File: config.mk
export PLATFORM = sky130hd
export DESIGN_NAME = mcuseq_top
export DESIGN_NICKNAME = d
export VERILOG_FILES = /design/src/mcuseq_pkg.sv /design/src/mcuseq_phase.sv /design/src/mcuseq_top.sv
export SDC_FILE = /design/constraint.sdc
export NUM_CORES = 1
export LEC_CHECK = 0
export ABC_AREA = 1
export BUFFER_PORTS_ARGS = -buffer_cell sky130_fd_sc_hd__buf_4
export CAP_MARGIN = 20
export CORE_MARGIN = 4
export CORE_UTILIZATION = 50
export CTS_CLUSTER_DIAMETER = 60
export DETAILED_ROUTE_END_ITERATION = 10
export PLACE_DENSITY = 0.85
export RECOVER_POWER = 25
export SKIP_LAST_GASP = 1
export SYNTH_ARGS = -nofsm -noshare
export SYNTH_HDL_FRONTEND = slang
export SYNTH_SLANG_ARGS = --single-unit
export TNS_END_PERCENT = 100
File: constraint.sdc
create_clock -name pclk -period 2.7 [get_ports pclk]
set_input_delay 0.81 -clock pclk [delete_from_list [all_inputs] [get_ports pclk]]
set_output_delay 0.81 -clock pclk [all_outputs]
set_load 0.01 [all_outputs]
File: src/mcuseq_pkg.sv
package mcuseq_pkg;

    // widths of the sequencer datapath
    localparam int unsigned IP_W = 13;
    localparam int unsigned BANK_W = 3;
    localparam int unsigned ROM_AW = 16;
    localparam int unsigned WAVE_AW = 17;
    localparam int unsigned SAMPLE_W = 12;
    localparam int unsigned SAMPLE_SHIFT = 5;
    localparam int unsigned WORD_W = 16;
    localparam int unsigned PADDR_W = 12;

    // clock division and phase count
    localparam int unsigned SYS_DIV = 2;
    localparam int unsigned PHASES = 4;
    localparam logic [3:0] PHASE_RST = 4'h1;

    // register indices; byte address is four times the index
    localparam logic [7:0] IPL_IDX = 8'h06;
    localparam logic [7:0] BANK_IDX = 8'h08;
    localparam logic [7:0] STAT_IDX = 8'h09;
    localparam logic [7:0] CTRL_IDX = 8'h0a;

    // status and control register field positions
    localparam int unsigned STAT_IP_LSB = 0;
    localparam int unsigned STAT_BANK_LSB = 13;
    localparam int unsigned STAT_DUMMY_BIT = 16;
    localparam int unsigned STAT_BPEND_BIT = 17;
    localparam int unsigned CTRL_RUN_BIT = 0;

    // reset values, vectors and bank write delay
    localparam logic [IP_W-1:0] VEC_RESET = 13'h0000;
    localparam logic [IP_W-1:0] VEC_TMR0 = 13'h0008;
    localparam logic [IP_W-1:0] VEC_TMR1 = 13'h000c;
    localparam logic [BANK_W-1:0] BANK_RST = 3'h0;
    localparam logic CTRL_RUN_RST = 1'b1;
    localparam logic [1:0] BANK_DELAY = 2'h2;

    // operation reported by the decoder for the executing word
    typedef enum logic [4:0] {
        MCUSEQ_OP_NONE = 5'b00001,
        MCUSEQ_OP_JUMP = 5'b00010,
        MCUSEQ_OP_CALL = 5'b00100,
        MCUSEQ_OP_RET = 5'b01000,
        MCUSEQ_OP_SKIP = 5'b10000
    } mcuseq_op_t;

    typedef struct packed {
        mcuseq_op_t op;
        logic [IP_W-1:0] target;
    } mcuseq_exec_t;

    typedef struct packed {
        logic push;
        logic [IP_W-1:0] addr;
    } mcuseq_push_t;

endpackage : mcuseq_pkg

File: src/mcuseq_phase.sv
module mcuseq_phase (
    // clock and reset
    input wire logic pclk,
    input wire logic presetn,
    // control
    input wire logic run,
    // timing outputs
    output logic sys_en,
    output logic [3:0] phase
);

    logic div_r;
    logic sys_en_r;
    logic [3:0] phase_r;

    // oscillator divided by two gives the system clock enable
    always_ff @(posedge pclk or negedge presetn) begin
        if (!presetn) begin
            div_r <= 1'b0;
            sys_en_r <= 1'b0;
        end else begin
            div_r <= (div_r == 1'(mcuseq_pkg::SYS_DIV - 1)) ? 1'b0 : 1'b1;
            sys_en_r <= div_r;
        end
    end

    // four non-overlapping phases make one instruction cycle
    always_ff @(posedge pclk or negedge presetn) begin
        if (!presetn) begin
            phase_r <= mcuseq_pkg::PHASE_RST;
        end else if (sys_en_r && run) begin
            phase_r <= {phase_r[2:0], phase_r[3]};
        end
    end

    assign sys_en = sys_en_r;
    assign phase = phase_r;

endmodule : mcuseq_phase

File: src/mcuseq_top.sv
// Operation
// - system clock is oscillator divided by two
// - instruction cycle is four system phases
// - fetch one cycle, execute the next
// - pointer-changing instructions take two cycles
// - instruction pointer is thirteen bits wide
// - pointer increments after each fetch
// - taken skip discards prefetch, inserts dummy
// - low byte readable; write is short jump
// - pointer loads on transfers; reset clears all but run
// - first timer interrupt vectors to 0x008
// - second timer interrupt vectors to 0x00c
// - jump and call take code bits, bank
// - return restores stack bits, keeps bank
// - program address is bank then pointer
// - wavetable address is sample start shifted five
// - one shared sixteen-bit ROM address bus
// - timer vectors stay in current bank
// - bank write lands after following instruction
module mcuseq_top (
    // clock and reset
    input wire logic pclk,
    input wire logic presetn,
    // apb slave
    input wire logic psel,
    input wire logic penable,
    input wire logic pwrite,
    input wire logic [11:0] paddr,
    input wire logic [31:0] pwdata,
    output logic [31:0] prdata,
    output logic pready,
    output logic pslverr,
    // decoder and stack side
    input wire mcuseq_pkg::mcuseq_exec_t exec_in,
    input wire logic [12:0] pop_addr,
    input wire logic tmr0_ack,
    input wire logic tmr1_ack,
    output mcuseq_pkg::mcuseq_push_t push_out,
    output logic [1:0] int_taken,
    output logic [15:0] instr_word,
    output logic instr_valid,
    output logic [3:0] phase,
    // wavetable request
    input wire logic wave_req,
    input wire logic [11:0] sample_start_address,
    output logic [15:0] wave_data,
    output logic wave_valid,
    // rom
    output logic [15:0] rom_address_lines,
    output logic rom_wave_sel,
    input wire logic [15:0] rom_data
);

    logic sys_en;
    logic [3:0] phase_w;
    logic cycle_end;
    logic fetch_end;

    logic [12:0] instruction_pointer_r;
    logic [12:0] ip_nxt;
    logic [12:0] ip_inc;
    logic flush_nxt;
    logic push_nxt;
    logic [1:0] int_nxt;

    logic [2:0] bank_select_r;
    logic [2:0] bank_wdata_r;
    logic [1:0] bank_cnt_r;
    logic pcl_pend_r;
    logic [7:0] pcl_data_r;
    logic run_r;

    logic [15:0] fetch_word_r;
    logic [15:0] instr_r;
    logic instr_valid_r;
    mcuseq_pkg::mcuseq_push_t push_r;
    logic [1:0] int_taken_r;

    logic [15:0] rom_addr_r;
    logic rom_wave_r;
    logic [15:0] wave_data_r;
    logic wave_valid_r;

    logic [31:0] prdata_r;
    logic pready_r;
    logic pslverr_r;
    logic apb_setup;
    logic apb_wr;

    // byte address of a register index
    function automatic logic [11:0] reg_addr(input logic [7:0] idx);
        reg_addr = {2'b00, idx, 2'b00};
    endfunction : reg_addr

    // program fetch address
    function automatic logic [15:0] prog_addr(input logic [2:0] bank,
                                              input logic [12:0] ip);
        prog_addr = {bank, ip};
    endfunction : prog_addr

    // wavetable address, upper bit beyond the bus is dropped
    function automatic logic [15:0] wave_addr(input logic [11:0] st);
        logic [16:0] full;
        full = {st, 5'h00};
        wave_addr = full[15:0];
    endfunction : wave_addr

    mcuseq_phase u_phase (
        .pclk(pclk),
        .presetn(presetn),
        .run(run_r),
        .sys_en(sys_en),
        .phase(phase_w)
    );

    assign cycle_end = sys_en && run_r && phase_w[3];
    assign fetch_end = sys_en && run_r && phase_w[1];
    assign ip_inc = instruction_pointer_r + 13'h0001;

    // next pointer; executing transfers beat a pending short jump
    always_comb begin
        ip_nxt = ip_inc;
        flush_nxt = 1'b0;
        push_nxt = 1'b0;
        int_nxt = 2'b00;
        if (instr_valid_r && exec_in.op == mcuseq_pkg::MCUSEQ_OP_JUMP) begin
            ip_nxt = exec_in.target;
            flush_nxt = 1'b1;
        end else if (instr_valid_r &&
                     exec_in.op == mcuseq_pkg::MCUSEQ_OP_CALL) begin
            ip_nxt = exec_in.target;
            flush_nxt = 1'b1;
            push_nxt = 1'b1;
        end else if (instr_valid_r &&
                     exec_in.op == mcuseq_pkg::MCUSEQ_OP_RET) begin
            ip_nxt = pop_addr;
            flush_nxt = 1'b1;
        end else if (instr_valid_r &&
                     exec_in.op == mcuseq_pkg::MCUSEQ_OP_SKIP) begin
            // prefetched word is dropped, pointer already past it
            ip_nxt = ip_inc;
            flush_nxt = 1'b1;
        end else if (pcl_pend_r) begin
            ip_nxt = {instruction_pointer_r[12:8], pcl_data_r};
            flush_nxt = 1'b1;
        end else if (tmr0_ack) begin
            ip_nxt = mcuseq_pkg::VEC_TMR0;
            flush_nxt = 1'b1;
            push_nxt = 1'b1;
            int_nxt = 2'b01;
        end else if (tmr1_ack) begin
            ip_nxt = mcuseq_pkg::VEC_TMR1;
            flush_nxt = 1'b1;
            push_nxt = 1'b1;
            int_nxt = 2'b10;
        end
    end

    // instruction pointer; reset lands at address zero
    always_ff @(posedge pclk or negedge presetn) begin
        if (!presetn) begin
            instruction_pointer_r <= mcuseq_pkg::VEC_RESET;
        end else if (cycle_end) begin
            instruction_pointer_r <= ip_nxt;
        end
    end

    // fetch word captured mid-cycle, before a wave access reuses the bus
    always_ff @(posedge pclk or negedge presetn) begin
        if (!presetn) begin
            fetch_word_r <= 16'h0000;
        end else if (fetch_end) begin
            fetch_word_r <= rom_data;
        end
    end

    // fetched word moves to execute; a transfer turns it into a dummy
    always_ff @(posedge pclk or negedge presetn) begin
        if (!presetn) begin
            instr_r <= 16'h0000;
            instr_valid_r <= 1'b0;
        end else if (cycle_end) begin
            instr_r <= fetch_word_r;
            instr_valid_r <= !flush_nxt;
        end
    end

    // return address is the word being fetched, not yet executed
    always_ff @(posedge pclk or negedge presetn) begin
        if (!presetn) begin
            push_r <= '0;
            int_taken_r <= 2'b00;
        end else if (cycle_end) begin
            push_r.push <= push_nxt;
            push_r.addr <= instruction_pointer_r;
            int_taken_r <= int_nxt;
        end else begin
            push_r.push <= 1'b0;
            int_taken_r <= 2'b00;
        end
    end

    // pending short jump, held until an instruction boundary
    always_ff @(posedge pclk or negedge presetn) begin
        if (!presetn) begin
            pcl_pend_r <= 1'b0;
            pcl_data_r <= 8'h00;
        end else if (apb_wr && paddr == reg_addr(mcuseq_pkg::IPL_IDX)) begin
            pcl_pend_r <= 1'b1;
            pcl_data_r <= pwdata[7:0];
        end else if (cycle_end && ip_nxt[7:0] == pcl_data_r &&
                     !(instr_valid_r &&
                       exec_in.op != mcuseq_pkg::MCUSEQ_OP_NONE)) begin
            pcl_pend_r <= 1'b0;
        end
    end

    // bank change counts two boundaries: writer, then the next one
    always_ff @(posedge pclk or negedge presetn) begin
        if (!presetn) begin
            bank_select_r <= mcuseq_pkg::BANK_RST;
            bank_wdata_r <= mcuseq_pkg::BANK_RST;
            bank_cnt_r <= 2'h0;
        end else if (apb_wr && paddr == reg_addr(mcuseq_pkg::BANK_IDX)) begin
            bank_wdata_r <= pwdata[2:0];
            bank_cnt_r <= mcuseq_pkg::BANK_DELAY;
        end else if (cycle_end && bank_cnt_r != 2'h0) begin
            bank_cnt_r <= bank_cnt_r - 2'h1;
            if (bank_cnt_r == 2'h1) begin
                bank_select_r <= bank_wdata_r;
            end
        end
    end

    // run control
    always_ff @(posedge pclk or negedge presetn) begin
        if (!presetn) begin
            run_r <= mcuseq_pkg::CTRL_RUN_RST;
        end else if (apb_wr && paddr == reg_addr(mcuseq_pkg::CTRL_IDX)) begin
            run_r <= pwdata[mcuseq_pkg::CTRL_RUN_BIT];
        end
    end

    // shared bus: program in phases 0-1, wave in 2-3 when asked
    always_ff @(posedge pclk or negedge presetn) begin
        if (!presetn) begin
            rom_addr_r <= 16'h0000;
            rom_wave_r <= 1'b0;
        end else if ((phase_w[2] || phase_w[3]) && wave_req) begin
            rom_addr_r <= wave_addr(sample_start_address);
            rom_wave_r <= 1'b1;
        end else begin
            // vectors use the live bank, not a forced bank zero
            rom_addr_r <= prog_addr(bank_select_r,
                                    instruction_pointer_r);
            rom_wave_r <= 1'b0;
        end
    end

    // wave data taken at the end of the cycle it was addressed in
    always_ff @(posedge pclk or negedge presetn) begin
        if (!presetn) begin
            wave_data_r <= 16'h0000;
            wave_valid_r <= 1'b0;
        end else if (cycle_end && rom_wave_r) begin
            wave_data_r <= rom_data;
            wave_valid_r <= 1'b1;
        end else begin
            wave_valid_r <= 1'b0;
        end
    end

    assign apb_setup = psel && !penable;
    assign apb_wr = psel && penable && pwrite && pready_r && !pslverr_r;

    // registered answer: one wait-free access cycle after setup
    always_ff @(posedge pclk or negedge presetn) begin
        if (!presetn) begin
            prdata_r <= 32'h0000_0000;
            pready_r <= 1'b0;
            pslverr_r <= 1'b0;
        end else if (apb_setup) begin
            pready_r <= 1'b1;
            pslverr_r <= 1'b0;
            prdata_r <= 32'h0000_0000;
            if (paddr == reg_addr(mcuseq_pkg::IPL_IDX)) begin
                prdata_r[7:0] <= instruction_pointer_r[7:0];
            end else if (paddr == reg_addr(mcuseq_pkg::BANK_IDX)) begin
                prdata_r[2:0] <= bank_select_r;
            end else if (paddr == reg_addr(mcuseq_pkg::STAT_IDX)) begin
                prdata_r[mcuseq_pkg::STAT_IP_LSB +: 13] <=
                    instruction_pointer_r;
                prdata_r[mcuseq_pkg::STAT_BANK_LSB +: 3] <= bank_select_r;
                prdata_r[mcuseq_pkg::STAT_DUMMY_BIT] <= !instr_valid_r;
                prdata_r[mcuseq_pkg::STAT_BPEND_BIT] <= bank_cnt_r != 2'h0;
                // status is read only
                pslverr_r <= pwrite;
            end else if (paddr == reg_addr(mcuseq_pkg::CTRL_IDX)) begin
                prdata_r[mcuseq_pkg::CTRL_RUN_BIT] <= run_r;
            end else begin
                pslverr_r <= 1'b1;
            end
        end else begin
            pready_r <= 1'b0;
            pslverr_r <= 1'b0;
        end
    end

    assign prdata = prdata_r;
    assign pready = pready_r;
    assign pslverr = pslverr_r;
    assign push_out = push_r;
    assign int_taken = int_taken_r;
    assign instr_word = instr_r;
    assign instr_valid = instr_valid_r;
    assign phase = phase_w;
    assign rom_address_lines = rom_addr_r;
    assign rom_wave_sel = rom_wave_r;
    assign wave_data = wave_data_r;
    assign wave_valid = wave_valid_r;

endmodule : mcuseq_top

* Yosys cells after proc, flatten, opt, wreduce, memory -nomap -nowiden
Cells that the tools add are included.
** Storage, ports and cells
- Bits in registers :: 140
- Bits in latches :: 0
- Bits in writable memories :: 0
- Memory bits (read-only) :: 0
- Output and inout bits :: 105
- Memories kept :: 0
** Operators by class
- Add/sub/neg operators :: 2
- $mul :: 0
- Div/mod/pow operators :: 0
- Magnitude comparators :: 0
- Equal/unequal tests :: 12
- Shifts and indexed selects :: 0
- Multiplexer cells :: 49
- Bitwise logic cells :: 1
- Reductions and logical operators :: 32
** Operator list (count)
- 13-bit two-way mux :: 7
- 12-bit by 6-bit == test with 1-bit output (second input constant) :: 3
- 1-bit two-way mux :: 26
- 1-bit logical AND :: 21
- 2-bit two-way mux :: 10
- 17-bit two-way mux :: 1
- 16-bit two-way mux :: 1
- 15-bit two-way mux :: 1
- 13-bit by 1-bit adder with 13-bit output (second input constant) :: 1
- 12-bit by 5-bit == test with 1-bit output (second input constant) :: 1
- 10-bit two-way mux :: 1
- 5-bit by 1-bit != test with 1-bit output (second input constant) :: 2
- 8-bit == test :: 1
- 8-bit two-way mux :: 1
- 2-bit nonzero test :: 3
- 5-bit by 2-bit == test with 1-bit output (second input constant) :: 1
- 5-bit by 3-bit == test with 1-bit output (second input constant) :: 1
- 5-bit by 4-bit == test with 1-bit output (second input constant) :: 1
- 5-bit == test (second input constant) :: 1
- 1-bit logical NOT :: 5
- 3-bit two-way mux :: 1
- 3-bit AND reduction :: 1
- 2-bit by 1-bit == test with 1-bit output (second input constant) :: 1
- 2-bit AND reduction :: 1
- 3 further kinds :: 3

* Logic depth before layout (Yosys ltp)
- Word-level depth :: 13
- Mapped depth :: 18

* Hierarchy
From an unflattened synthesis, not the netlist that was laid out.
** Second synthesis, totals
- Cells, all modules :: 761
- Area total of the unflattened synthesis :: 6354.8 um2
** Modules (own cells, without submodules)
- mcuseq_top :: instances 1, cells each 741, area an instance 6143.4 um2
- mcuseq_phase :: instances 1, cells each 20, area an instance 211.5 um2

* Least setup slack after synthesis
OpenSTA, ideal clock, no wires.
- Kind :: input to register
- From :: input port paddr[4]
- To :: register bank_select_r[1]
- Arrival time :: 1.991 ns
- Data required time :: 2.575 ns
- Setup slack :: 0.584 ns
- Cell stages on the path :: 10
- Cell sequence :: inv_1 nand2_1 nor4_4 nand2_2 inv_1 nand2_2 nand2_1 inv_2 nand2_2 mux2_2
** On the way
- Cells in the longest elaborated chain, start to end :: 4
** Ends and longest elaborated chain
- from (decl) :: RTL line mcuseq_top.sv:28 : input wire logic [11:0] paddr,
- 12-bit by 6-bit == test with 1-bit output :: RTL line mcuseq_top.sv:224 : end else if (apb_wr && paddr == reg_addr(mcuseq_pkg::BANK_IDX)) begin
- 1-bit logical AND :: RTL line mcuseq_top.sv:224
- 1-bit NOT (no source line)
- 3-bit AND reduction (no source line)
- to (signal assigned) :: RTL line mcuseq_top.sv:221 : bank_select_r <= mcuseq_pkg::BANK_RST;
- to (signal assigned) :: RTL line mcuseq_top.sv:230 : bank_select_r <= bank_wdata_r;
- to (decl) :: RTL line mcuseq_top.sv:66 : logic [2:0] bank_select_r;
Every way passes these cells.
A chain may end at the register's enable or synchronous reset.

* Worst setup path after layout
- From :: register instr_valid_r, in the netlist instr_valid
- To :: register pcl_pend_r
** On the way
- Cells in the longest elaborated chain, start to end :: 9
- Elaborated cells between the ends (all ways) :: 14
** Ends and longest elaborated chain
- from (decl) :: RTL line mcuseq_top.sv:75 : logic instr_valid_r;
- from (signal assigned) :: RTL line mcuseq_top.sv:184 : instr_valid_r <= !flush_nxt;
- 1-bit logical AND :: RTL line mcuseq_top.sv:138 : end else if (instr_valid_r &&
- 13-bit two-way mux :: RTL line mcuseq_top.sv:138
- 13-bit two-way mux :: RTL line mcuseq_top.sv:134 : end else if (instr_valid_r &&
- 13-bit two-way mux :: RTL line mcuseq_top.sv:129 : end else if (instr_valid_r &&
- 13-bit two-way mux :: RTL line mcuseq_top.sv:126 : if (instr_valid_r && exec_in.op == mcuseq_pkg::MCUSEQ_OP_JUMP) begin
- 8-bit == test :: RTL line mcuseq_top.sv:211 : end else if (cycle_end && ip_nxt[7:0] == pcl_data_r &&
- 1-bit logical AND :: RTL line mcuseq_top.sv:211
- 1-bit logical AND (*) :: RTL line mcuseq_top.sv:211
- 2-bit nonzero test (no source line) (*)
- to (signal assigned) :: RTL line mcuseq_top.sv:206 : pcl_pend_r <= 1'b0;
- to (signal assigned) :: RTL line mcuseq_top.sv:209 : pcl_pend_r <= 1'b1;
- to (signal assigned) :: RTL line mcuseq_top.sv:214 : pcl_pend_r <= 1'b0;
- to (decl) :: RTL line mcuseq_top.sv:69 : logic pcl_pend_r;
Every way passes the cells marked *; elsewhere a longest branch is shown, timed or not.

==> results.toml <==
[cts]
numCtsBuffers = 17
postCtsHoldBufs = 0
cts_tree = "yes"
post-cts-setup-buffers = 0
cts_buffer_depth = 2
cts_resized = 0
insertion_delay_ps = 410
root_buffer = "clkbuf_16"
numClockSinks = 140
cts.clk_slew.worst_paths_ps = 60
cts-htree-levels = 4

[route]
route.detailed.drc = 0
vias = 5599
avgViaCountPerCell = 5.04
drt.antenna.violating_nets = 0
drt_wl_total_um = 16400
wl_per_cell_um = 14.7
drtIter0Drc = 377
first_pass_iters = 6

[outcome]
status = "complete, no violations"

[global_routing]
track_usage_pct = 23.1
grt_max_degree = 50
grt_pass1_wl_um = 26600
met1_usage_pct = 28.3
grt_util_met2_pct = 38.4
grt-ovfl-total = 0
antenna_found_initial = 0
met3_usage_pct = 8.09
busiest_layer = "met2"
first_global_vias = 5486

[critical_path]
critPathRequiredTime_ps = 2980
critPathLaunch = "instr_valid"
rr_startpoint = "instr_valid"
crit_arrival_ps = 2340
ff2ff_path_depth = 15
rrSetupSlack_ps = 640
critPathLaunchType = "flip-flop"
endpoint = "pcl_pend_r"
end_kind = "flip-flop"
path_class = "reg2reg"
cp_max_fo = 22
reg2reg_to = "pcl_pend_r"

[yosys]
synthCells = 750
yosysTopAreaCell = "dfrtp_1"
ys_seq_area_share_pct = 55.2
yosys-top-cells-area = "dfrtp_1 54%, nand2_1 14%, o21ai_0 7.2%"
synth.distinct_cells = 36
synth_top_cell_area_share_pct = 54.3
yosys_warnings = 0
synth_area_per_cell_um2 = 8.47
synth_area_um2 = 6360
ys_ff_latch = 140

[placement]
dp_cells = 1079
io_buffers = 176
gp_congestion = 0.895
hpwlAfterDp_um = 12400

[layout]
final_cell_mix = "230 x nand2_1, 186 x buf_4, 138 x dfrtp_1, 91 x o21ai_0, 79 x inv_1"
fin_nets = 1044
final_common_cell = "nand2_1"
antenna_cells = 0
drive_gt1_share_pct = 26.6
final_cells = 1111
area_growth_pct = 32.1

[sta]
rsz0062_at_grt = "false"
fin_setup_tns_ps = 0
finalHoldViolCount = 0
maxSlewViolCount = 0
slew-limit-headroom_pct = 19.1
fin_skew_ps = 5.98
setup_viol = 0
fmax_mhz = 485
period_share_pct = 76.3
worstMarginPinSlew_ps = 1210
layout_min_cycle_time_ps = 2060

[power_and_ir_drop]
ir_worst_vdd_v = 0.000427
power_leakage_nw = 4.51
power_density_nw_per_um2 = 567

[job]
drv_cap = 0

[floorplanning]
rows = 40
coreArea_um2 = 12200
ios = 216
die_y_um = 121
start_util_pct = 52.0
design.die.area_um2 = 14600
die_w_um = 121

[hold_path]
holdPathStages = 0
min_path_type = "reg2reg"
## cell type report
type | instances | area, um^2
well taps | 168 | 210
clock inverters | 12 | 160
fillers | 987 | 3820
repair buffers | 189 | 1410
clock buffers | 20 | 447
inverters | 86 | 323
flip-flops and latches | 140 | 3510
multi-input cells | 496 | 2340
## flip-flops by register name, indices dropped and copies added (netlist names), 8 cells and up
signal and cells:
instr_word 16, fetch_word_r 16, prdata 18, rom_address_lines 16, instruction_pointer_r 13, push_out 14, wave_data 16, pcl_data_r 8
## worst min-delay path by stage
stage	endpoint	startpoint
3_3_place_gp	u_phase.sys_en	u_phase.div_r
6_report	u_phase.sys_en	u_phase.div_r
2_1_floorplan	u_phase.sys_en	u_phase.div_r
5_1_grt	u_phase.sys_en	u_phase.div_r
3_5_place_dp	u_phase.sys_en	u_phase.div_r
4_1_cts	push_out[4]	presetn
## cells by family after synthesis
group	count (synthesis)	synth area share, %
xor+xnor	2	0.276
flops	140	55.2
buf+inv	127	8.86
mux	3	0.512
fa+ha+maj	3	0.591
compound gates	133	11.7
other cells	1	0.0590
simple gates	341	22.9
## cells in the mapped netlist
master     instances
ha_1               3
o2111ai_1          1
nor3_1             6
nor2_1            43
nand2_2           10
mux2i_1            1
a31oi_4            1
dfrtp_1          138
o21ai_1            1
conb_1             1
inv_2              5
nor2_2             5
mux2_2             1
nor4_4             1
o21ai_0           91
nand3_1           31
a31oi_1            1
clkbuf_1          19
a21oi_1           15
clkinv_1           2
nand4_1            4
mux2_1             1
buf_6              3
o22ai_1            2
buf_4             16
buf_2              3
o211ai_1           7
nand2_1          230
xor2_1             2
o22a_1             1
dfstp_2            2
nor2_4             3
o31ai_1           13
nor4_1             3
inv_1             79
nand3_2            5
## through the flow
step | util [%] | setup slack, ps | power [mW] | area [um^2] | hold WS (ps)
finish | 68.7 | 639 | 4.76 | 8390 | 385
global route | 68.7 | 371 | 4.93 | 8390 | 390
CTS | 68.9 | 654 | 4.81 | 8420 | 332
detailed placement | 64.0 | 276 | 2.42 | 7810 | 373
global placement | 64.0 | 303 | 2.42 | 7810 | 360
floorplan | - | 584 | 2.26 | 6400 | 354
## report_power, final
group	switching, mW	internal, mW
Combinational	0.147	0.117
Sequential	0.00473	2.11
Clock	0.890	1.49
Total	1.04	3.71
## worst max-delay path, cell delays in order (launching register included)
cell and delay [ps]:
dfrtp_1 490, inv_2 110, nor2_4 130, nand3_1 120, nand2_2 350, nor2_1 100, nand2_1 100, nand2_1 70
nand2_1 60, nand2_1 40, inv_1 40, nand2_1 50, nor2_1 90, nand3_1 70, nand2_1 60, nand2_1 40
## per-layer routing
| layer | part of all wire [%] | up-vias |
|---|---|---|
| met5 | 0 | - |
| met4 | 1.7 | 0 |
| met3 | 9.3 | 21 |
| met2 | 49 | 223 |
| met1 | 40 | 2626 |
| li1 | - | 2729 |
Power figures use the tool's default switching activity.
